--- src/rtl/start_stop_pkg.sv ---
// Constants shared by the start and stop command logic of the motor drive
//
// How it works
// - Setting 0-100: two-wire, coast after delay
// - Setting 1000-1100: coast after setting minus 1000
// - Setting 9999: start removal decelerates to stop
// - 1000-1100 or 8888: run plus direction inputs
// - Two-wire both on, or both off at 9999: decelerate
// - Run off stops; direction picks forward/reverse
// - Stop input active enables start self-holding
// - Start pulse latches run; opposite pulse reverses
// - Stop input released clears latch, decelerates
// - Stop function only from terminal code 25
// - Output shutoff keeps the three-wire latch
// - Active jog makes stop input ignored
// - Forward/reverse start only on their own terminals
// - Second-set input switches all second values
// - Output defaults: running code 0, fault 99
// - Relay select refuses codes 93 and 193
// - Stop selection writable only when display is 0
// - Codes 0-99 positive, 100-199 negative logic
`default_nettype none

package start_stop_pkg;

	// ----------------------------------------------------------------
	// Timing
	// ----------------------------------------------------------------
	localparam int unsigned CLK_PERIOD_NS = 5;
	localparam int unsigned ONE_SEC_NS    = 1000000000;
	localparam int unsigned CYC_PER_SEC   = ONE_SEC_NS / CLK_PERIOD_NS;

	// ----------------------------------------------------------------
	// Stop selection values
	// ----------------------------------------------------------------
	localparam logic [13:0] STOP_SEL_INIT      = 14'd9999;
	localparam logic [13:0] STOP_SEL_DECEL     = 14'd9999;
	localparam logic [13:0] STOP_SEL_DIR_DECEL = 14'd8888;
	localparam logic [13:0] STOP_SEL_TIME_MAX  = 14'd100;
	localparam logic [13:0] STOP_SEL_DIR_MIN   = 14'd1000;
	localparam logic [13:0] STOP_SEL_DIR_MAX   = 14'd1100;

	// ----------------------------------------------------------------
	// Output terminal function codes
	// ----------------------------------------------------------------
	localparam logic [13:0] OC_SEL_INIT    = 14'd0;
	localparam logic [13:0] RELAY_SEL_INIT = 14'd99;
	localparam logic [13:0] OUT_NONE       = 14'd9999;
	localparam logic [13:0] OUT_NEG_BASE   = 14'd100;
	localparam logic [13:0] OUT_NEG_MAX    = 14'd199;
	localparam logic [13:0] OUT_OC_ONLY    = 14'd93;
	localparam logic [6:0]  OUT_RUNNING    = 7'd0;
	localparam logic [6:0]  OUT_FAULT      = 7'd99;

	// ----------------------------------------------------------------
	// Input terminal function codes
	// ----------------------------------------------------------------
	localparam int unsigned NUM_TERM      = 5;
	localparam logic [7:0]  FUNC_SECOND   = 8'd3;
	localparam logic [7:0]  FUNC_JOG      = 8'd5;
	localparam logic [7:0]  FUNC_SHUTOFF  = 8'd24;
	localparam logic [7:0]  FUNC_STOP     = 8'd25;
	localparam logic [7:0]  FUNC_FWD      = 8'd60;
	localparam logic [7:0]  FUNC_REV      = 8'd61;
	localparam logic [7:0]  TERM_FIRST_INIT  = 8'd60;
	localparam logic [7:0]  TERM_SECOND_INIT = 8'd61;

	// ----------------------------------------------------------------
	// Drive state
	// ----------------------------------------------------------------
	typedef enum logic [2:0]
	{
		ST_IDLE  = 3'b000,
		ST_RUN   = 3'b001,
		ST_DECEL = 3'b010,
		ST_DELAY = 3'b011,
		ST_COAST = 3'b100
	} drive_state_t;

endpackage : start_stop_pkg

`default_nettype wire

--- src/rtl/output_terminal.sv ---
// One output terminal: function select and logic polarity
`default_nettype none

module output_terminal
(
	// Clock and reset
	input  wire logic        sys_clk,
	input  wire logic        nrst,
	// Selected code and function states
	input  wire logic [13:0] code,
	input  wire logic [99:0] func_state,
	// Terminal level
	output var  logic        pin_q
);

	logic       neg;
	logic [6:0] idx;
	logic       none;

	// Fold the negative-logic codes back onto their base function
	always_comb
	begin
		neg  = (code >= start_stop_pkg::OUT_NEG_BASE) && (code <= start_stop_pkg::OUT_NEG_MAX);
		none = (code > start_stop_pkg::OUT_NEG_MAX);
		if (neg)
		begin
			idx = 7'(code - start_stop_pkg::OUT_NEG_BASE);
		end
		else
		begin
			idx = code[6:0];
		end
	end

	// Registered so the pin never glitches while the code changes
	always_ff @(posedge sys_clk)
	begin
		if (!nrst)
			pin_q <= 1'b0;
		else if (none)
			pin_q <= 1'b0;
		else
			pin_q <= func_state[idx] ^ neg;
	end

endmodule : output_terminal

`default_nettype wire

--- src/rtl/start_stop_logic.sv ---
// Start, stop and output terminal command logic of the motor drive
`default_nettype none

module start_stop_logic
#(
	parameter int unsigned CYC_PER_SEC = start_stop_pkg::CYC_PER_SEC
)
(
	// Clock and reset
	input  wire logic        sys_clk,
	input  wire logic        nrst,
	// Input terminals and their function selections
	input  wire logic [4:0]  term_in,
	input  wire logic [7:0]  input_terminal_select_first,
	input  wire logic [7:0]  input_terminal_select_second,
	input  wire logic [23:0] other_terminal_select,
	input  wire logic        jog_enable,
	// Setting writes
	input  wire logic [13:0] extended_display_select,
	input  wire logic        stop_sel_wr,
	input  wire logic        oc_sel_wr,
	input  wire logic        relay_sel_wr,
	input  wire logic [13:0] setting_wdata,
	// Drive status for the output terminals
	input  wire logic [99:0] func_state,
	input  wire logic        fault_in,
	// Setting readback
	output var  logic [13:0] stop_selection_setting,
	output var  logic [13:0] open_collector_output_select,
	output var  logic [13:0] relay_output_select,
	// Motor commands
	output var  logic        run_q,
	output var  logic        dir_rev_q,
	output var  logic        decel_q,
	output var  logic        coast_q,
	output var  logic        shutoff_q,
	output var  logic        second_set_select,
	// Output terminals
	output var  logic        open_collector_pin,
	output var  logic        fault_relay_output
);

	// ----------------------------------------------------------------
	// Input terminal decode
	// ----------------------------------------------------------------
	logic [7:0] term_sel [start_stop_pkg::NUM_TERM];
	logic [4:0] hit_stop;
	logic [4:0] hit_shut;
	logic [4:0] hit_second;
	logic [4:0] hit_jog;
	logic       forward_start_input;
	logic       reverse_start_input;
	logic       stop_assigned;
	logic       stop_in;
	logic       output_shutoff_input;
	logic       jog_in;

	assign term_sel[0] = input_terminal_select_first;
	assign term_sel[1] = input_terminal_select_second;

	// Same function on several terminals is ORed
	genvar gi;
	generate
		for (gi = 0; gi < start_stop_pkg::NUM_TERM; gi++)
		begin : g_term
			if (gi >= 2)
			begin : g_other
				assign term_sel[gi] = other_terminal_select[(gi-2)*8 +: 8];
			end
			assign hit_stop[gi]   = (term_sel[gi] == start_stop_pkg::FUNC_STOP);
			assign hit_shut[gi]   = (term_sel[gi] == start_stop_pkg::FUNC_SHUTOFF);
			assign hit_second[gi] = (term_sel[gi] == start_stop_pkg::FUNC_SECOND);
			assign hit_jog[gi]    = (term_sel[gi] == start_stop_pkg::FUNC_JOG);
		end
	endgenerate

	// Start functions live only on their own two terminals
	assign forward_start_input  = term_in[0] && (term_sel[0] == start_stop_pkg::FUNC_FWD);
	assign reverse_start_input  = term_in[1] && (term_sel[1] == start_stop_pkg::FUNC_REV);
	assign stop_assigned        = |hit_stop;
	assign stop_in              = |(hit_stop & term_in);
	assign output_shutoff_input = |(hit_shut & term_in);
	assign jog_in               = |(hit_jog & term_in) && jog_enable;

	// ----------------------------------------------------------------
	// Settings
	// ----------------------------------------------------------------
	logic stop_valid;
	logic oc_valid;
	logic relay_valid;
	logic [13:0] wbase;
	logic        wbase_ok;

	// Accepted output codes, positive half; negative half folds onto it
	always_comb
	begin
		wbase = setting_wdata;
		if (setting_wdata >= start_stop_pkg::OUT_NEG_BASE)
			wbase = 14'(setting_wdata - start_stop_pkg::OUT_NEG_BASE);
		case (wbase)
			14'd0, 14'd1, 14'd3, 14'd4, 14'd7, 14'd8, 14'd11, 14'd12,
			14'd13, 14'd14, 14'd15, 14'd16, 14'd25, 14'd26, 14'd46,
			14'd47, 14'd64, 14'd70, 14'd80, 14'd90, 14'd91, 14'd93,
			14'd95, 14'd96, 14'd98, 14'd99:
				wbase_ok = 1'b1;
			default:
				wbase_ok = 1'b0;
		endcase
		if (setting_wdata > start_stop_pkg::OUT_NEG_MAX)
			wbase_ok = 1'b0;
	end

	assign stop_valid = (setting_wdata <= start_stop_pkg::STOP_SEL_TIME_MAX)
		|| ((setting_wdata >= start_stop_pkg::STOP_SEL_DIR_MIN)
		&& (setting_wdata <= start_stop_pkg::STOP_SEL_DIR_MAX))
		|| (setting_wdata == start_stop_pkg::STOP_SEL_DECEL)
		|| (setting_wdata == start_stop_pkg::STOP_SEL_DIR_DECEL);
	assign oc_valid    = wbase_ok || (setting_wdata == start_stop_pkg::OUT_NONE);
	assign relay_valid = oc_valid && (wbase != start_stop_pkg::OUT_OC_ONLY);

	// Stop selection; locked unless the extended display select is zero
	always_ff @(posedge sys_clk)
	begin
		if (!nrst)
			stop_selection_setting <= start_stop_pkg::STOP_SEL_INIT;
		else if (stop_sel_wr && stop_valid && (extended_display_select == 14'd0))
			stop_selection_setting <= setting_wdata;
	end

	// Output function selections, same write lock as the stop selection
	always_ff @(posedge sys_clk)
	begin
		if (!nrst)
		begin
			open_collector_output_select <= start_stop_pkg::OC_SEL_INIT;
			relay_output_select          <= start_stop_pkg::RELAY_SEL_INIT;
		end
		else if (extended_display_select == 14'd0)
		begin
			if (oc_sel_wr && oc_valid)
				open_collector_output_select <= setting_wdata;
			if (relay_sel_wr && relay_valid)
				relay_output_select <= setting_wdata;
		end
	end

	// ----------------------------------------------------------------
	// Mode decode
	// ----------------------------------------------------------------
	logic        run_dir_mode;
	logic        timed_mode;
	logic        coast_mode;
	logic [13:0] delay_sec;
	logic        three_wire;

	assign timed_mode = (stop_selection_setting <= start_stop_pkg::STOP_SEL_TIME_MAX);
	assign run_dir_mode = (stop_selection_setting >= start_stop_pkg::STOP_SEL_DIR_MIN)
		&& (stop_selection_setting <= start_stop_pkg::STOP_SEL_DIR_MAX)
		|| (stop_selection_setting == start_stop_pkg::STOP_SEL_DIR_DECEL);
	assign coast_mode = timed_mode || (run_dir_mode
		&& (stop_selection_setting != start_stop_pkg::STOP_SEL_DIR_DECEL));
	assign delay_sec = timed_mode ? stop_selection_setting
		: 14'(stop_selection_setting - start_stop_pkg::STOP_SEL_DIR_MIN);

	// Jog makes the stop input invalid, which drops back to two-wire
	assign three_wire = stop_assigned && !jog_in;

	// ----------------------------------------------------------------
	// Three-wire self-holding latch
	// ----------------------------------------------------------------
	logic fwd_prev_q;
	logic rev_prev_q;
	logic latch_q;
	logic latch_rev_q;
	logic fwd_rise;
	logic rev_rise;

	assign fwd_rise = forward_start_input && !fwd_prev_q;
	assign rev_rise = reverse_start_input && !rev_prev_q;

	// Edge history of the start inputs
	always_ff @(posedge sys_clk)
	begin
		if (!nrst)
		begin
			fwd_prev_q <= 1'b0;
			rev_prev_q <= 1'b0;
		end
		else
		begin
			fwd_prev_q <= forward_start_input;
			rev_prev_q <= reverse_start_input;
		end
	end

	// Shutoff is deliberately absent here so the hold survives it
	always_ff @(posedge sys_clk)
	begin
		if (!nrst)
		begin
			latch_q     <= 1'b0;
			latch_rev_q <= 1'b0;
		end
		else if (!three_wire || !stop_in)
		begin
			latch_q     <= 1'b0;
			latch_rev_q <= 1'b0;
		end
		else if (run_dir_mode)
		begin
			if (fwd_rise)
				latch_q <= 1'b1;
			latch_rev_q <= reverse_start_input;
		end
		else if (fwd_rise)
		begin
			latch_q     <= 1'b1;
			latch_rev_q <= 1'b0;
		end
		else if (rev_rise)
		begin
			latch_q     <= 1'b1;
			latch_rev_q <= 1'b1;
		end
	end

	// ----------------------------------------------------------------
	// Start command
	// ----------------------------------------------------------------
	logic start_cmd;
	logic start_rev;
	logic both_on;

	assign both_on = forward_start_input && reverse_start_input;

	// Three-wire runs from the latch, otherwise from the input levels
	always_comb
	begin
		if (three_wire)
		begin
			start_cmd = latch_q;
			start_rev = latch_rev_q;
		end
		else if (run_dir_mode)
		begin
			start_cmd = forward_start_input;
			start_rev = reverse_start_input;
		end
		else
		begin
			start_cmd = forward_start_input ^ reverse_start_input;
			start_rev = reverse_start_input;
		end
	end

	// ----------------------------------------------------------------
	// Coast delay timer
	// ----------------------------------------------------------------
	logic [31:0] presc_q;
	logic [13:0] sec_q;
	logic        delay_done;
	start_stop_pkg::drive_state_t state_q;

	assign delay_done = (sec_q >= delay_sec);

	// Whole seconds counted during the delay state only
	always_ff @(posedge sys_clk)
	begin
		if (!nrst || (state_q != start_stop_pkg::ST_DELAY))
		begin
			presc_q <= 32'h0000_0000;
			sec_q   <= 14'h0000;
		end
		else if (presc_q == 32'(CYC_PER_SEC - 1))
		begin
			presc_q <= 32'h0000_0000;
			sec_q   <= 14'(sec_q + 14'd1);
		end
		else
		begin
			presc_q <= 32'(presc_q + 32'd1);
		end
	end

	// ----------------------------------------------------------------
	// Drive state machine
	// ----------------------------------------------------------------
	always_ff @(posedge sys_clk)
	begin
		if (!nrst)
		begin
			state_q   <= start_stop_pkg::ST_IDLE;
			dir_rev_q <= 1'b0;
		end
		else if (start_cmd && !output_shutoff_input)
		begin
			state_q   <= start_stop_pkg::ST_RUN;
			dir_rev_q <= start_rev;
		end
		else if (output_shutoff_input)
		begin
			state_q <= start_stop_pkg::ST_COAST;
		end
		else
		begin
			case (state_q)
				start_stop_pkg::ST_RUN:
					if (!three_wire && !run_dir_mode && both_on)
						state_q <= start_stop_pkg::ST_DECEL;
					else if (coast_mode && !three_wire)
						state_q <= start_stop_pkg::ST_DELAY;
					else
						state_q <= start_stop_pkg::ST_DECEL;
				start_stop_pkg::ST_DELAY:
					if (delay_done)
						state_q <= start_stop_pkg::ST_COAST;
				start_stop_pkg::ST_DECEL,
				start_stop_pkg::ST_COAST,
				start_stop_pkg::ST_IDLE:
					state_q <= state_q;
				default:
					state_q <= start_stop_pkg::ST_IDLE;
			endcase
		end
	end

	// Motor command flags, all registered
	always_ff @(posedge sys_clk)
	begin
		if (!nrst)
		begin
			run_q     <= 1'b0;
			decel_q   <= 1'b0;
			coast_q   <= 1'b0;
			shutoff_q <= 1'b0;
		end
		else
		begin
			run_q     <= (state_q == start_stop_pkg::ST_RUN);
			decel_q   <= (state_q == start_stop_pkg::ST_DECEL)
				|| (state_q == start_stop_pkg::ST_DELAY);
			coast_q   <= (state_q == start_stop_pkg::ST_COAST);
			shutoff_q <= output_shutoff_input;
		end
	end

	// Second set: one flag switches every paired value together
	always_ff @(posedge sys_clk)
	begin
		if (!nrst)
			second_set_select <= 1'b0;
		else
			second_set_select <= |(hit_second & term_in);
	end

	// ----------------------------------------------------------------
	// Output terminals
	// ----------------------------------------------------------------
	logic [99:0] func_live;

	// Running and fault come from this block, the rest from the drive
	always_comb
	begin
		func_live = func_state;
		func_live[start_stop_pkg::OUT_RUNNING] = (state_q == start_stop_pkg::ST_RUN);
		func_live[start_stop_pkg::OUT_FAULT]   = fault_in;
	end

	output_terminal u_oc
	(
		.sys_clk    (sys_clk),
		.nrst       (nrst),
		.code       (open_collector_output_select),
		.func_state (func_live),
		.pin_q      (open_collector_pin)
	);

	output_terminal u_relay
	(
		.sys_clk    (sys_clk),
		.nrst       (nrst),
		.code       (relay_output_select),
		.func_state (func_live),
		.pin_q      (fault_relay_output)
	);

	// ----------------------------------------------------------------
	// Checks
	// ----------------------------------------------------------------
	property p_lock;
		@(posedge sys_clk) disable iff (!nrst)
		(stop_sel_wr && (extended_display_select != 14'd0)) |=> $stable(stop_selection_setting);
	endproperty
	a_lock: assert property (p_lock) else $error("stop selection changed while locked");

	property p_bad_stop;
		@(posedge sys_clk) disable iff (!nrst)
		(stop_sel_wr && !stop_valid) |=> $stable(stop_selection_setting);
	endproperty
	a_bad_stop: assert property (p_bad_stop) else $error("invalid stop value taken");

	property p_relay_93;
		@(posedge sys_clk) disable iff (!nrst)
		(relay_sel_wr && ((setting_wdata == 14'd93) || (setting_wdata == 14'd193)))
		|=> $stable(relay_output_select);
	endproperty
	a_relay_93: assert property (p_relay_93) else $error("relay took open collector code");

	property p_both_decel;
		@(posedge sys_clk) disable iff (!nrst)
		(state_q == start_stop_pkg::ST_RUN && !three_wire && !run_dir_mode && both_on
		&& !output_shutoff_input) |=> (state_q == start_stop_pkg::ST_DECEL) ##1 decel_q;
	endproperty
	a_both_decel: assert property (p_both_decel) else $error("both inputs did not decelerate");

	property p_rev_run;
		@(posedge sys_clk) disable iff (!nrst)
		(!three_wire && run_dir_mode && forward_start_input && reverse_start_input
		&& !output_shutoff_input) |=> dir_rev_q ##1 run_q;
	endproperty
	a_rev_run: assert property (p_rev_run) else $error("run plus direction not reverse");

	property p_hold_shutoff;
		@(posedge sys_clk) disable iff (!nrst)
		(latch_q && three_wire && stop_in && output_shutoff_input && $stable(three_wire))
		|=> latch_q;
	endproperty
	a_hold_shutoff: assert property (p_hold_shutoff) else $error("shutoff cleared latch");

	property p_stop_clear;
		@(posedge sys_clk) disable iff (!nrst)
		(three_wire && !stop_in) |=> !latch_q;
	endproperty
	a_stop_clear: assert property (p_stop_clear) else $error("latch kept after stop");

	property p_decel_init;
		@(posedge sys_clk) disable iff (!nrst)
		(state_q == start_stop_pkg::ST_RUN && !start_cmd && !output_shutoff_input
		&& stop_selection_setting == start_stop_pkg::STOP_SEL_DECEL)
		|=> (state_q == start_stop_pkg::ST_DECEL);
	endproperty
	a_decel_init: assert property (p_decel_init) else $error("9999 did not decelerate");

	property p_second;
		@(posedge sys_clk) disable iff (!nrst)
		|(hit_second & term_in) |=> second_set_select;
	endproperty
	a_second: assert property (p_second) else $error("second set not selected");

endmodule : start_stop_logic

`default_nettype wire

--- config.mk ---
export PLATFORM = sky130hd
export DESIGN_NAME = start_stop_logic
export DESIGN_NICKNAME = d
export VERILOG_FILES = /design/src/rtl/start_stop_pkg.sv /design/src/rtl/output_terminal.sv /design/src/rtl/start_stop_logic.sv
export SDC_FILE = /design/constraint.sdc
export NUM_CORES = 1
export LEC_CHECK = 0
export BUFFER_PORTS_ARGS = -buffer_cell sky130_fd_sc_hd__buf_2
export CAP_MARGIN = 20
export CORE_ASPECT_RATIO = 1.1
export CORE_UTILIZATION = 40
export CTS_CLUSTER_DIAMETER = 200
export DETAILED_ROUTE_END_ITERATION = 8
export GPL_TIMING_DRIVEN = 0
export HOLD_SLACK_MARGIN = 0.1
export PLACE_DENSITY = 0.75
export REMOVE_ABC_BUFFERS = 1
export SYNTH_ARGS = -nofsm -noshare
export SYNTH_HDL_FRONTEND = slang
export SYNTH_SLANG_ARGS = --single-unit
--- constraint.sdc ---
create_clock -name sys_clk -period 11.04 [get_ports sys_clk]
set_clock_uncertainty 0.1 [all_clocks]
set_input_delay 1.104 -clock sys_clk [delete_from_list [all_inputs] [get_ports sys_clk]]
set_output_delay 1.104 -clock sys_clk [all_outputs]
set_load 0.02 [all_outputs]
; ---- Word-level counts from Yosys, hierarchy flattened
; Memories as Yosys holds them, arrays and structs flattened.
; Index checks and enable logic that the tools add are counted.
; W data, S select, Z words.
[totals]
reg_bits = 103
latchBits = 0
mem_bits_rw = 0
rom_bits = 128
input_bits = 180
output_inout_bits = 50
elab_cells = 178
memories = 1
[classes]
n_addsub = 6
n_mul = 0
div_mod_pow = 0
n_lt_le_gt_ge = 17
n_eq_ne = 39
shift = 0
muxes = 25
bitwise = 9
n_reduce_logical = 61
[memory_table]
columns = memory, depth, word_bits, read_ports, rd_ports_with_merged_regs, write_ports, line_no
row1 = (no name shown), 128, 1, 1, 0, 0, start_stop_logic.sv:100  ; case (wbase)
[ops]
columns = op, n
row1 = $eq A8 B5 Y1 const B, 10
row2 = $eq A14 B14 Y1 const B, 3
row3 = $ge A14 B7 Y1 const B, 3
row4 = $gt A14 B8 Y1 const B, 3
row5 = $eq A8 B2 Y1 const B, 5
row6 = $eq A8 B3 Y1 const B, 5
row7 = $add A32 B1 Y32 const B, 1
row8 = $eq A32 B28 Y1 const B, 1
row9 = $ge A14 B10 Y1 const B, 2
row10 = $le A14 B11 Y1 const B, 2
row11 = $le A14 B7 Y1 const B, 2
row12 = $le A14 B8 Y1 const B, 2
row13 = $mux W14, 2
row14 = $reduce_or A5 Y1, 5
row15 = $logic_and A1 B1 Y1, 21
row16 = $and A5 B5 Y5, 4
row17 = $eq A8 B6 Y1 const B, 2
row18 = $lt A7 B8 Y1 const B, 2
row19 = $mux W1, 16
row20 = $add A14 B1 Y14 const B, 1
row21 = $bmux W1 S7, 2
row22 = $ge A14 B14 Y1, 1
row23 = $logic_not A14 Y1, 1
row24 = $mux W7, 2
row25 = 27 further kinds, 59

; ---- Depth between registers and ports, before layout
; Gate-level depths: netlist (run 1).
[depth]
word_depth = 13
depth_mapped = 17

; ---- Cells and area by module
; A second synthesis (run 1) with hierarchy kept.
[hier_totals]
cells_unflattened = 1085
hier_area_um2 = 9345.2
[modules_own_cells]
columns = mod, instances, cells_each, area_each_um2, seq_area_each_um2
row1 = start_stop_logic, 1, 705, 5851.9, 2021.9
row2 = output_terminal, 2, 190, 1746.7, 20.0

; ---- Least setup slack after synthesis (run 1)
; No wires, ideal clock.
[synth_path]
kind = input to register
startpoint = in setting_wdata[2]
endpoint = reg relay_output_select[5]
t_arrival_ns = 3.914
required_time_ns = 10.810
slack_ns = 6.897
stages = 15
n_path_buf = 3
cell_sequence = clkbuf_1 inv_1 ha_1 nor2b_1 a21o_1 a22o_1 xor2_1 a21bo_1 a2111oi_1 o21a_1 and4_1 buf_4 buf_6 mux2i_1 nand2_1
[synth_via]
elab_chain_cells = 9
elab_cells_between_ends = 14
[synth_lines]
columns = element, line_no
row1 = "start, declared", start_stop_logic.sv:23  ; input wire logic [13:0] setting_wdata,
row2 = $sub A14 B7 Y14 or $ge A14 B7 Y1 (tied branches), "start_stop_logic.sv:99, start_stop_logic.sv:98"
row3 = $mux W14, start_stop_logic.sv:98  ; if (setting_wdata >= start_stop_pkg::OUT_NEG_BASE)
row4 = $mem_v2 Z128 W1 or $logic_not A7 Y1 (tied branches), --
row5 = $mux W1, start_stop_logic.sv:100
row6 = $mux W1, start_stop_logic.sv:109  ; if (setting_wdata > start_stop_pkg::OUT_NEG_MAX)
row7 = $logic_or A1 B1 Y1, start_stop_logic.sv:118  ; assign oc_valid = wbase_ok || (setting_wdata == start_stop_pkg::OUT_NONE);
row8 = $logic_and A1 B1 Y1 (*), start_stop_logic.sv:119  ; assign relay_valid = oc_valid && (wbase != start_stop_pkg::OUT_OC_ONLY);
row9 = $logic_and A1 B1 Y1 (*), start_stop_logic.sv:142  ; if (relay_sel_wr && relay_valid)
row10 = $reduce_and A2 Y1 (no source line) (*), --
row11 = "end signal, assigned", start_stop_logic.sv:136  ; relay_output_select <= start_stop_pkg::RELAY_SEL_INIT;
row12 = "end signal, assigned", start_stop_logic.sv:143  ; relay_output_select <= setting_wdata;
row13 = "end, declared", start_stop_logic.sv:30  ; output var logic [13:0] relay_output_select,
; Every way passes the cells marked *; elsewhere a longest branch is shown, timed or not.
; A chain may end at the register's enable or synchronous reset.

; ---- Worst setup path in the final report (run 1)
[layout_path]
startpoint = in setting_wdata[2]
endpoint = reg open_collector_output_select[0]
[layout_via]
elab_chain_cells = 8
elab_cells_between_ends = 12
[layout_lines]
columns = element, line_no
row1 = $sub A14 B7 Y14 or $ge A14 B7 Y1 (tied branches), "start_stop_logic.sv:99, start_stop_logic.sv:98"
row2 = $mux W14, start_stop_logic.sv:98
row3 = $mem_v2 Z128 W1 or $logic_not A7 Y1 (tied branches), --
row4 = $mux W1, start_stop_logic.sv:100
row5 = $mux W1, start_stop_logic.sv:109
row6 = $logic_or A1 B1 Y1 (*), start_stop_logic.sv:118
row7 = $logic_and A1 B1 Y1 (*), start_stop_logic.sv:140  ; if (oc_sel_wr && oc_valid)
row8 = $reduce_and A2 Y1 (no source line) (*), --
row9 = "end signal, assigned", start_stop_logic.sv:135  ; open_collector_output_select <= start_stop_pkg::OC_SEL_INIT;
row10 = "end signal, assigned", start_stop_logic.sv:141  ; open_collector_output_select <= setting_wdata;
row11 = "end, declared", start_stop_logic.sv:29  ; output var logic [13:0] open_collector_output_select,
; Marked as above.

==> results of run 1 <==
metrics by stage:
stage / cells / power, W
3_5_place_dp: 1446 / 0.000487
6_report: 1463 / 0.000786
4_1_cts: 1462 / 0.000793
2_1_floorplan: 932 / 0.000428
3_3_place_gp: 1444 / 0.000485
5_1_grt: 1463 / 0.000816
cell type report:
class | instances | area (µm²)
Clock buffer | 10 | 229
Clock inverter | 6 | 53.8
Fill cell | 1989 | 10600
Inverter | 41 | 154
Multi-Input combinational cell | 788 | 6080
Sequential cell | 103 | 2070
Tap cell | 285 | 357
Timing Repair Buffer | 230 | 1200
cells in the mapped netlist (11+ instances only):
library cell                 n  share of area
sky130_fd_sc_hd__nor2_1    118          0.052
sky130_fd_sc_hd__nand2_1   112          0.049
sky130_fd_sc_hd__dfxtp_1   103           0.24
sky130_fd_sc_hd__mux2i_1    57          0.067
sky130_fd_sc_hd__mux4_2     54           0.14
sky130_fd_sc_hd__inv_1      40          0.018
sky130_fd_sc_hd__xor2_1     38          0.039
sky130_fd_sc_hd__clkbuf_1   34          0.015
sky130_fd_sc_hd__nand3_1    34          0.020
sky130_fd_sc_hd__ha_1       31          0.045
sky130_fd_sc_hd__a21oi_1    26          0.015
sky130_fd_sc_hd__and3_1     25          0.018
sky130_fd_sc_hd__nor3_1     25          0.015
sky130_fd_sc_hd__o21ai_0    23          0.013
sky130_fd_sc_hd__xnor2_1    19          0.019
sky130_fd_sc_hd__nand4_1    15          0.011
sky130_fd_sc_hd__nand2b_1   12         0.0088
sky130_fd_sc_hd__nor3b_1    11         0.0097
sky130_fd_sc_hd__nor4_1     11         0.0081
sequential cells by signal, indices dropped and copies added, names as in the netlist, 3 cells and up:
signal / flops
stop_selection_setting: 14
open_collector_output_select: 14
presc_q: 32
relay_output_select: 14
state_q: 3
sec_q: 14
logic make-up after synthesis:
family | after synthesis | share of synthesized area
XOR/XNOR | 57 | 0.0584
adder cells (fa/ha/maj) | 31 | 0.0454
flip-flops | 103 | 0.241
AO/OA/AOI/OAI | 160 | 0.139
buffers and inverters | 94 | 0.0472
AND/OR/NAND/NOR | 422 | 0.250
multiplexers | 118 | 0.218
how the worst max path moves through the flow:
stage	startpoint	endpoint	depth (start not counted)
detailed placement	setting_wdata[2]	open_collector_output_select[5]$_SDFFE_PN0P_	13
CTS	setting_wdata[2]	open_collector_output_select[5]$_SDFFE_PN0P_	13
floorplan	setting_wdata[2]	open_collector_output_select[0]$_SDFFE_PN0P_	12
global route	open_collector_output_select[3]$_SDFFE_PN0P_	u_oc.pin_q$_SDFF_PP0_	12
global placement	setting_wdata[2]	open_collector_output_select[1]$_SDFFE_PN0P_	13
finish	setting_wdata[2]	open_collector_output_select[0]$_SDFFE_PN0P_	13
power groups by stage:
stage	Combinational, W	Sequential [W]	Clock, W
finish	0.000108	0.000372	0.000306
global route	0.000116	0.000372	0.000327
CTS	0.000106	0.000372	0.000315
detailed placement	0.000106	0.000381	0
global placement	0.000104	0.000381	0
floorplan	0.0000466	0.000381	0
worst max-delay path, stage by stage:
cell	delay [ps]
sky130_fd_sc_hd__buf_2	190
sky130_fd_sc_hd__inv_1	250
sky130_fd_sc_hd__ha_1	260
sky130_fd_sc_hd__nor2b_1	300
sky130_fd_sc_hd__a21o_1	220
sky130_fd_sc_hd__a22o_1	160
sky130_fd_sc_hd__xor2_1	300
sky130_fd_sc_hd__a21bo_1	240
sky130_fd_sc_hd__a2111oi_1	320
sky130_fd_sc_hd__o21a_1	170
sky130_fd_sc_hd__and3_1	680
sky130_fd_sc_hd__mux2i_1	270
sky130_fd_sc_hd__nor2_1	60
layer usage:
layer	GRT usage	wire length, µm	share of wire	vias up
li1	-	-	-	4051
met1	0.290	10500	0.42	4003
met2	0.379	12100	0.48	407
met3	0.0271	1650	0.066	66
met4	0.0942	770	0.031	0
met5	0	0	0	-
==> results, run 1 <==
- The flow ran to the end, and the final reports show no timing, DRC or antenna violations.
- In the layout the commonest cells are sky130_fd_sc_hd__buf_2 (227), sky130_fd_sc_hd__nor2_1 (118), sky130_fd_sc_hd__nand2_1 (112), sky130_fd_sc_hd__dfxtp_1 (100), sky130_fd_sc_hd__mux2i_1 (57).
- After clock tree synthesis, the clock-pin slew on the worst setup and hold paths is about 70 ps.
- The accumulated negative setup slack is 0 ps.
- In this run the post-CTS setup repair buffer count came out at 0.
- The clock reaches the later pin of the worst-skew pair after roughly 360 ps.
- Across every metal layer, demand over resource in global routing totals 0.225.
- The worst setup path is of the input port to flip-flop kind.
- Dividing the detail-routed wire length by the instance count gives 17.1 µm.
- The number of cells on the worst reg-to-reg path is 12.
- The initial antenna violation count is 0.
- In this run the count of I/O pins placed on the die edge is 230.
- The number of pins exceeding their max-slew limit in the final report is 0.
- The final weighted congestion of routability-driven global placement is just over 0.9.
- The largest net degree at the start of global routing is 37.
- The final worst hold slack is 346 ps.
- The power share of the combinational group is 0.138.
- Setup violations remaining at the end of the flow were counted as 0.
- In this run the critical register-to-register path is captured at u_oc.pin_q$_SDFF_PP0_.
- The final hold violation count is 0.
- Yosys mapped a number of flops with a built-in enable equal to 0.
- The standard cell core area is just over 20000 µm².
- From synthesis to final layout, the design area changed by 18.7%.
- The worst path setup slack after routing is about 6600 ps.
- The maximum VDD drop is between 0.07 and 0.08 mV.
- The share of total power dissipated in the clock network is 0.389.
- The data arrival at the endpoint of the critical path is 4550 ps.
- The number of sinks driven by the clock tree is between 100 and 150.
- In the routed design, unresolved DRC markers number 0.
- The effective utilization at floorplan is 0.411.
- Power spread over the standard cell area amounts to roughly 77 nW/µm².
- Synthesis produced a netlist whose cell count is around 990.
- The clock tree root driver cell is sky130_fd_sc_hd__clkbuf_16.
- The part of the cycle the worst path needs is 0.403.
- The total of buffers placed on input and output ports is ~230.
- The critical register-to-register path startpoint is open_collector_output_select[3]$_SDFFE_PN0P_.
- The worst min-delay path class is flip-flop to flip-flop.
- For this design, the CTS-stage hold fixing added 0 buffers.
- The number of vias after detailed routing is between 8000 and 9000.
- The average instance in the mapped netlist occupies between 8 and 9 µm².
- The remaining antenna violation count is 0.
- For this run, the detailed router's first-pass iteration total came to 5.
- Measured on the finished design, the core utilization comes to 0.488.
- The sequential cell fraction of total power is 0.473.
- The residual overflow from global routing is 0.
- Using the TritonRoute via totals, the vias-per-cell ratio works out to 5.83.
- Setup repair after global routing left no endpoint under its margin.
- At the worst endpoint, the required time is around 11000 ps.
- The H-tree generated during clock tree synthesis spans 3 levels.
- The count of cells resized by post-cts repair is 0.
- Of the cells placed in the final design, the portion with a size suffix greater than 1 is 0.278.
- The number of global-route vias before repair is 8061.
- Of the total power, the share spent switching nets is 0.260.
- The tool flagged a number of max-cap violations equal to 0.
- The first global-routing pass estimated 39800 µm of wire.
- The count of routing violations after the opening detailed-route iteration is 754.
- The most common cell after layout, fill and taps aside is sky130_fd_sc_hd__buf_2.
- For the pin with the worst max-slew slack, the measured transition is around 970 ps.
- In this run the cell area of the synthesized design comes to 8540 µm².
- The register area share after synthesis is 0.241.
- The HPWL after detailed placement is slightly below 20000 µm.
- The worst hold path passes through 2 cells.
- For this design the static power due to leakage is 4.06 nW.
- The worst slew margin relative to its limit is 0.353.
- For this block, the routed nets add up to roughly 25000 µm of wire.
- After synthesis, the share of flip-flops with an asynchronous set or reset is 0.
- The most used flip-flop cell after synthesis is sky130_fd_sc_hd__dfxtp_1.
- The TritonCTS clock tree is done.
- After synthesis the netlist holds a flip-flop and latch count of between 100 and 150.
- At the placement stage, the worst setup path has a slack of roughly 6300 ps.
- The count of inserted antenna diode cells is 0.
- The type of element capturing the critical path is a flip-flop.
- In this run the power spent charging and discharging nets is slightly above 0.0002 W.
- TritonCTS created 9 clock buffers.
- The warning count from the yosys run is 0.
- Across all register-to-register paths, the minimum setup slack is roughly 6600 ps.
- The upper clock frequency limit is between 0.2 and 0.25 GHz.
- The floorplan die area is 21900 µm².
- The number of core rows is 55.
- The placed standard-cell area is about 9800 µm².
- The worst-case hold path end point is relay_output_select[11]$_SDFFE_PN0P_.
- The worst-case clock buffer depth is 2.
- The internal power contribution is slightly below 0.0006 W.
- The post-route minimum period is ~4500 ps.
- The finished cells cover just over 10000 µm².
- In this run, distinct cell masters in the synthesized netlist total 79.
- The beginning of the worst hold path is relay_output_select[11]$_SDFFE_PN0P_.
- The floorplan step set the die height to around 160 µm.
- STA classifies the critical path startpoint as an input port.
- The chip width is 141 µm.
- The layout net count is approximately 1400.
- Of all nets on the critical path, the largest fanout is 14.
Power figures use the tool's default switching activity.
==> inputs of run 2 (changes only) <==
==> constraint.sdc (replaced) <==
create_clock -name sys_clk -period 4.4 [get_ports sys_clk]
set_clock_uncertainty 0.1 [all_clocks]
set_input_delay 0.44 -clock sys_clk [delete_from_list [all_inputs] [get_ports sys_clk]]
set_output_delay 0.44 -clock sys_clk [all_outputs]
set_load 0.02 [all_outputs]
==> results, run 2 (synthesis results as in run 1) <==
- The run finished with clean final reports.
- The post-cts hold buffer count is 0.
- TritonCTS built the clock tree.
- The count of routing violations after the opening detailed-route iteration is 770.
- STA puts the critical path data required time at approximately 4600 ps.
- The longest clock path from root to sink contains 2 buffers.
- Relative to the synthesized area, the layout overhead comes to 18.8%.
- The global-route wire length before repair is around 40000 µm.
- Across the run, the number of max-cap violations was 0.
- The library cells used most frequently in the layout, excluding fill and tap cells, are sky130_fd_sc_hd__buf_2 (227), sky130_fd_sc_hd__nor2_1 (118), sky130_fd_sc_hd__nand2_1 (112), sky130_fd_sc_hd__dfxtp_1 (99), sky130_fd_sc_hd__mux2i_1 (57).
- The type of the setup path with the least slack is flip-flop to flip-flop.
- Once detail routing completed, the nets flagged for antenna violations numbered 0.
- The analysis attributes to cell leakage a power of between 4 and 5 nW.
- The remaining design rule violation count is 0.
- Fill cells in the final layout number ~2000.
- Before antenna repair, the detailed router went through 5 iterations.
- The clock drives a little over 100 sinks.
- Summing all placed instances gives a cell area of between 9000 and 10000 µm².
- Of the total power, combinational logic draws 0.137.
- The worst path setup slack after routing is roughly 260 ps.
- The number of buffers added by the clock tree synthesis step is 9.
- The final weighted congestion of routability-driven global placement is 0.931.
- The overall fraction of global-route tracks in use is 0.225.
- At the end of the flow, the number of nets in the layout was about 1400.
- The clock share of power is 0.389.
- The part of the cycle the worst path needs is 0.942.
- The residual overflow from global routing is 0.
- Leaving out fill and tap cells, the most frequent cell in the layout is sky130_fd_sc_hd__buf_2.
- The floorplan die area is about 22000 µm².
- The H-tree level count is 3.
- The die is approximately 140 µm wide.
- The internal power contribution is ~0.0015 W.
- The detailed-route wire length per cell is between 15 and 20 µm.
- The final HPWL from detailed placement is 19500 µm.
- The number of pins exceeding their max-slew limit in the final report came to 0.
- 0 antenna diodes ended up in the layout.
- The final-report setup violation count is 0.
- Across the VDD grid, the largest voltage drop is roughly 0.18 mV.
- The slew at the pin closest to its max-slew limit is 956 ps.
- The standard cell core area is between 20000 and 25000 µm².
- For the worst-skew pair, the clock arrives at the later sink with an insertion delay of about 350 ps.
- The multi-input combinational cells in the finished layout cover a total of a little over 6000 µm².
- After floorplanning, the core was divided into 55 placement rows.
- The final instance area is about 10000 µm².
- The critical path goes through inv_1, ha_1, nor2b_1, o221a_4, nor4_4, or2_1, nand2_1, a32o_1, o41ai_1, o311ai_1, xnor2_1, nor4_2.
- The effective utilization at floorplan is 0.411.
- The initial antenna violation count is 0.
- The total power divided by cell area is between 150 and 200 nW/µm².
- The top register by number of flip-flops is presc_q.
- The clock slew at the register clock pins of the worst setup and hold paths is approximately 70 ps.
- The clock tree root driver cell is sky130_fd_sc_hd__clkbuf_16.
- The flip-flop count of the largest register, all copies and words added is 32.
- On the final layout, the worst hold slack is 331 ps.
- Derived from the worst setup path, the maximum achievable clock frequency is ~0.24 GHz.
- The data arrival at the endpoint of the critical path is 4290 ps.
- The net switching power of the design is between 0.0005 and 0.0006 W.
- The master of the slowest instance on the critical path is sky130_fd_sc_hd__or2_1.
- The slack of the worst reg-to-reg path is around 260 ps.
- During placement, the flow inserted port buffers numbering around 230.
- Of the total power, registers draw 0.473.
- The routed design could run at a clock period as short as ~4100 ps.
- The worst min-delay path class is input port to flip-flop.
- In this run the vertical extent of the chip is around 160 µm.
- The number of vias after detailed routing is approximately 8500.
- The number of top-level pins is 230.
- The total power after layout is about 0.0020 W.
- Along the worst path, the maximum fanout reaches 17.
- The critical path startpoint category is a flip-flop.
- OpenSTA, run right after detailed placement, puts the worst setup slack at roughly 110 ps.
- The final hold violation count is 0.
- The worst slew margin relative to its limit is 0.362.
- The number of global-route vias before repair is approximately 8100.
- Entering global routing, the biggest net connects 37 pins.
- The type of element capturing the critical path is a flip-flop.
- The aggregate routed wire length is ~25000 µm.
- In the final layout, flip-flops and latches occupy slightly above 2000 µm².
- Of the cells placed in the final design, the portion with a size suffix greater than 1 is 0.279.
- Dividing the detail-routed via count by the number of cells gives 5.82.
- The largest stage delay on the critical path is ~600 ps.
- Setup repair after global routing left no endpoint under its margin.
- Of the total power, the share spent switching nets is 0.260.
==> run 2: what timing repair did <==
action / 4_1_cts / 5_1_grt
gates resized for setup: 0 / 2
setup endpoints to repair: 0 / 1
buffers inserted: 0 / 0
==> run 2: cell type report <==
cell class | instances | share of cell area
Inverter | 41 | 0.0152
Clock buffer | 10 | 0.0226
Tap cell | 285 | 0.0351
Clock inverter | 6 | 0.00530
Timing Repair Buffer | 230 | 0.119
Sequential cell | 103 | 0.204
Multi-Input combinational cell | 788 | 0.600
==> run 2: power groups by stage <==
stage          logic (W)  registers [W]  clock network (W)
6_report        0.000271       0.000933           0.000767
4_1_cts         0.000267       0.000933           0.000790
5_1_grt         0.000292       0.000933           0.000821
3_5_place_dp    0.000266       0.000955                  0
2_1_floorplan   0.000117       0.000957                  0
3_3_place_gp    0.000261       0.000955                  0
==> run 2: worst max-delay path, delay by kind of cell, from the launching register on <==
kind | cells | cell delay [ps]
simple gates | 5 | 1450
buf+inv | 1 | 200
flops | 1 | 540
xor+xnor | 1 | 190
fa+ha+maj | 1 | 270
compound gates | 4 | 1270
==> run 2: metrics by stage <==
stage / TNS (ps) / cells / utilization
6_report: 0 / 1463 / 0.488
5_1_grt: 0 / 1463 / 0.488
4_1_cts: 0 / 1462 / 0.487
3_5_place_dp: 0 / 1446 / 0.473
3_3_place_gp: -361 / 1444 / 0.471
2_1_floorplan: 0 / 932 / -
==> run 2: layer usage <==
metal / GRT usage / share of wire / up-vias
li1: - / - / 4052
met1: 0.290 / 0.42 / 4022
met2: 0.379 / 0.49 / 372
met3: 0.0271 / 0.061 / 63
met4: 0.0942 / 0.030 / 0
met5: 0 / 0 / -
==> run 2: final timing paths <==
path                                             start                              endpoint  cells after the start
setup / recovery   relay_output_select[2]$_SDFFE_PN0P_              u_relay.pin_q$_SDFF_PP0_                     12
hold / removal                        setting_wdata[0]   relay_output_select[0]$_SDFFE_PN1P_                      3
setup reg to reg   relay_output_select[2]$_SDFFE_PN0P_              u_relay.pin_q$_SDFF_PP0_                     12
hold reg to reg   relay_output_select[11]$_SDFFE_PN0P_  relay_output_select[11]$_SDFFE_PN0P_                      2
==> inputs of run 3 (changes only) <==
--- a/config.mk
+++ b/config.mk
@@ -8,6 +8,7 @@
 export BUFFER_PORTS_ARGS = -buffer_cell sky130_fd_sc_hd__buf_2
 export CAP_MARGIN = 20
 export CORE_ASPECT_RATIO = 1.1
+export CORE_MARGIN = 2
 export CORE_UTILIZATION = 40
 export CTS_CLUSTER_DIAMETER = 200
 export DETAILED_ROUTE_END_ITERATION = 8
==> constraint.sdc (replaced) <==
create_clock -name sys_clk -period 4.4 [get_ports sys_clk]
set_clock_uncertainty 0.1 [all_clocks]
set_input_delay 0.44 -clock sys_clk [delete_from_list [all_inputs] [get_ports sys_clk]]
set_output_delay 0.44 -clock sys_clk [all_outputs]
set_load 0.05 [all_outputs]
==> results, run 3 (synthesis results as in run 1) <==
- Routability-driven placement finished with a final weighted congestion of slightly below 1.
- The clock slew at the register clock pins of the worst setup and hold paths is around 70 ps.
- The combined flip-flop and latch cell area is 2070 µm².
- The detail route stage leaves a number of antenna-violating nets equal to 0.
- The first routing iteration left 550 violations.
- Counting every sink on the clock net gives 103.
- The initial antenna violation count is 1.
- For the worst-skew pair, the clock arrives at the later sink with an insertion delay of 350 ps.
- The floorplan die area is 22500 µm².
- Entering global routing, the biggest net connects 37 pins.
- Wires add up to roughly 26000 µm.
- The floorplan step set the die width to about 140 µm.
- The H-tree level count is 3.
- The most common cell after layout, fill and taps aside is sky130_fd_sc_hd__buf_2.
- Setup repair after global routing left no endpoint under its margin.
- The part of the cycle the worst path needs is 0.937.
- Summed over all nets, the half-perimeter wirelength after detailed placement is 19900 µm.
- The library cells used most frequently in the layout, excluding fill and tap cells, are sky130_fd_sc_hd__buf_2 (227), sky130_fd_sc_hd__nor2_1 (118), sky130_fd_sc_hd__nand2_1 (112), sky130_fd_sc_hd__dfxtp_1 (99), sky130_fd_sc_hd__mux2i_1 (57).
- The worst-case clock buffer depth is 2.
- The routed layout has 8559 vias.
- The flow ran to the end, and the final reports show no timing, DRC or antenna violations.
- The final hold violation count came to 0.
- The buffering stage count on the worst path with inverters included is 1.
- Along the worst path, the maximum fanout reaches 17.
- The slew at the pin closest to its max-slew limit is 968 ps.
- The final non-filler cell total is 1469.
- Final hold analysis gives a worst-case slack of ~340 ps.
- The largest single stage delay on the critical path is roughly 610 ps.
- The slowest stage of the critical path is the sky130_fd_sc_hd__or2_1 cell.
- The floorplan has 56 rows.
- The number of top-level pins is 230.
- The share of the core filled with cells in the final layout is 0.480.
- In the final routed layout, each cell accounts on average for between 15 and 20 µm.
- The upper clock frequency limit is 0.242 GHz.
- Setup violations remaining at the end of the flow were counted as 0.
- Among cell families on the critical path, the largest total delay comes from simple AND/OR/NAND/NOR gates.
- The required time of the worst setup path is ~4500 ps.
- The multi-input combinational cells in the finished layout cover a total of ~6000 µm².
- The number of pins exceeding their max-slew limit in the final report came to 0.
- Traced cell by cell, the critical path runs through inv_1, ha_1, nor2b_1, o221a_4, nor4_4, or2_1, mux2i_1, a32oi_1, and4b_1, o311ai_1, xnor2_1, nor4_2.
- Hold repair after CTS inserted 0 buffers.
- The worst path in the final design needs a cycle of between 4000 and 5000 ps, including I/O delays and setup.
- The effective utilization at floorplan is 0.404.
- The remaining design rule violation count is 0.
- The total power after layout is between 0.0015 and 0.002 W.
- The critical path is of the flip-flop to flip-flop type.
- The global-route wire length before repair is around 40000 µm.
- The path class of the tightest hold or removal check is input port to flip-flop.
- The via density per instance is just under 6.
- The layout has ~2100 filler cells.
- The maximum VDD drop is 0.177 mV.
- The clock tree root driver cell is sky130_fd_sc_hd__clkbuf_16.
- The residual overflow from global routing is 0.
- Buffers inserted during clock tree synthesis total 9.
- The worst slew margin relative to its limit is 0.354.
- TritonCTS built the clock tree.
- The first-pass iteration count of the detailed router is 6.
- The register with the most flip-flops in the layout has 32 of them.
- The standard cell core area is approximately 21000 µm².
- The floorplan die height is 157 µm.
- The total power divided by cell area is a little under 200 nW/µm².
- The post-placement cell count is about 1500.
- The worst setup path is captured at a flip-flop.
- The data arrival at the endpoint of the critical path is 4220 ps.
- The worst setup path is launched from a flip-flop.
- The max-cap violation count is 0.
- The number of global-route vias before repair came to ~7900.
- Of the cells placed in the final design, the portion with a size suffix greater than 1 is 0.279.
- In this run the static leakage power is between 4 and 5 nW.
- In the final design database the tool counted between 1000 and 1500 nets.
- Across every metal layer, demand over resource in global routing totals 0.215.
- The total of buffers placed on input and output ports is roughly 230.
- The area overhead of the layout relative to synthesis is 18.8%.
- presc_q holds more flip-flops than any other register.
-- run 3: cell types whose count changed in the layout (fill, tap and decap cells not counted) --
cell / previous run / this run
sky130_fd_sc_hd__inv_8: 2 / 0
sky130_fd_sc_hd__clkinv_2: 0 / 1
sky130_fd_sc_hd__clkinvlp_4: 3 / 1
sky130_fd_sc_hd__inv_6: 0 / 2
sky130_fd_sc_hd__clkbuf_8: 0 / 1
sky130_fd_sc_hd__diode_2: 0 / 2
sky130_fd_sc_hd__clkinv_4: 1 / 0
-- run 3: repair_timing --
item / CTS / global route
setup buffers: 0 / 0
endpoints found under the setup margin: 0 / 1
resized for setup: 0 / 2
-- run 3: layout make-up --
cell class | count | area share
antenna | 2 | 0.000493
sequential | 103 | 0.204
tap | 290 | 0.0358
inverter | 41 | 0.0152
timing repair buffer | 230 | 0.119
clock inverter | 4 | 0.00296
multi-input combinational | 788 | 0.599
clock buffer | 11 | 0.0239
-- run 3: metal layers --
metal	vias up	part of all wire	global-route usage
met5	-	0	0
met4	0	0.031	0.0822
met3	55	0.055	0.0310
met2	315	0.50	0.360
met1	4131	0.42	0.281
li1	4058	-	-
-- run 3: through the flow --
stage,worst slack (ps),area (µm²),TNS [ps]
after global routing,44.6,10100,0
after global placement,-255,9790,-382
after CTS,38.4,10100,0
after floorplan,267,8290,0
after detailed placement,43.9,9840,0
final,275,10100,0
-- run 3: worst paths after layout --
path / start / endpoint / slack, ps / cells past startpoint
setup / recovery: relay_output_select[2]$_SDFFE_PN0P_ / u_relay.pin_q$_SDFF_PP0_ / 280 / 12
setup reg to reg: relay_output_select[2]$_SDFFE_PN0P_ / u_relay.pin_q$_SDFF_PP0_ / 280 / 12
hold / removal: setting_wdata[0] / open_collector_output_select[0]$_SDFFE_PN0P_ / 340 / 3
hold reg to reg: relay_output_select[11]$_SDFFE_PN0P_ / relay_output_select[11]$_SDFFE_PN0P_ / 350 / 2
-- run 3: tightest hold or removal path: cells and delay by family --
family | cells | cell delay [ps]
buf+inv | 1 | 150
mux | 1 | 90
simple gates | 1 | 70
-- run 3: where the power goes --
group	internal [W]	leakage (nW)	switching [W]
clock network	0.000399	0.132	0.000352
logic	0.000133	3.10	0.000141
registers	0.000933	0.831	0.000000715
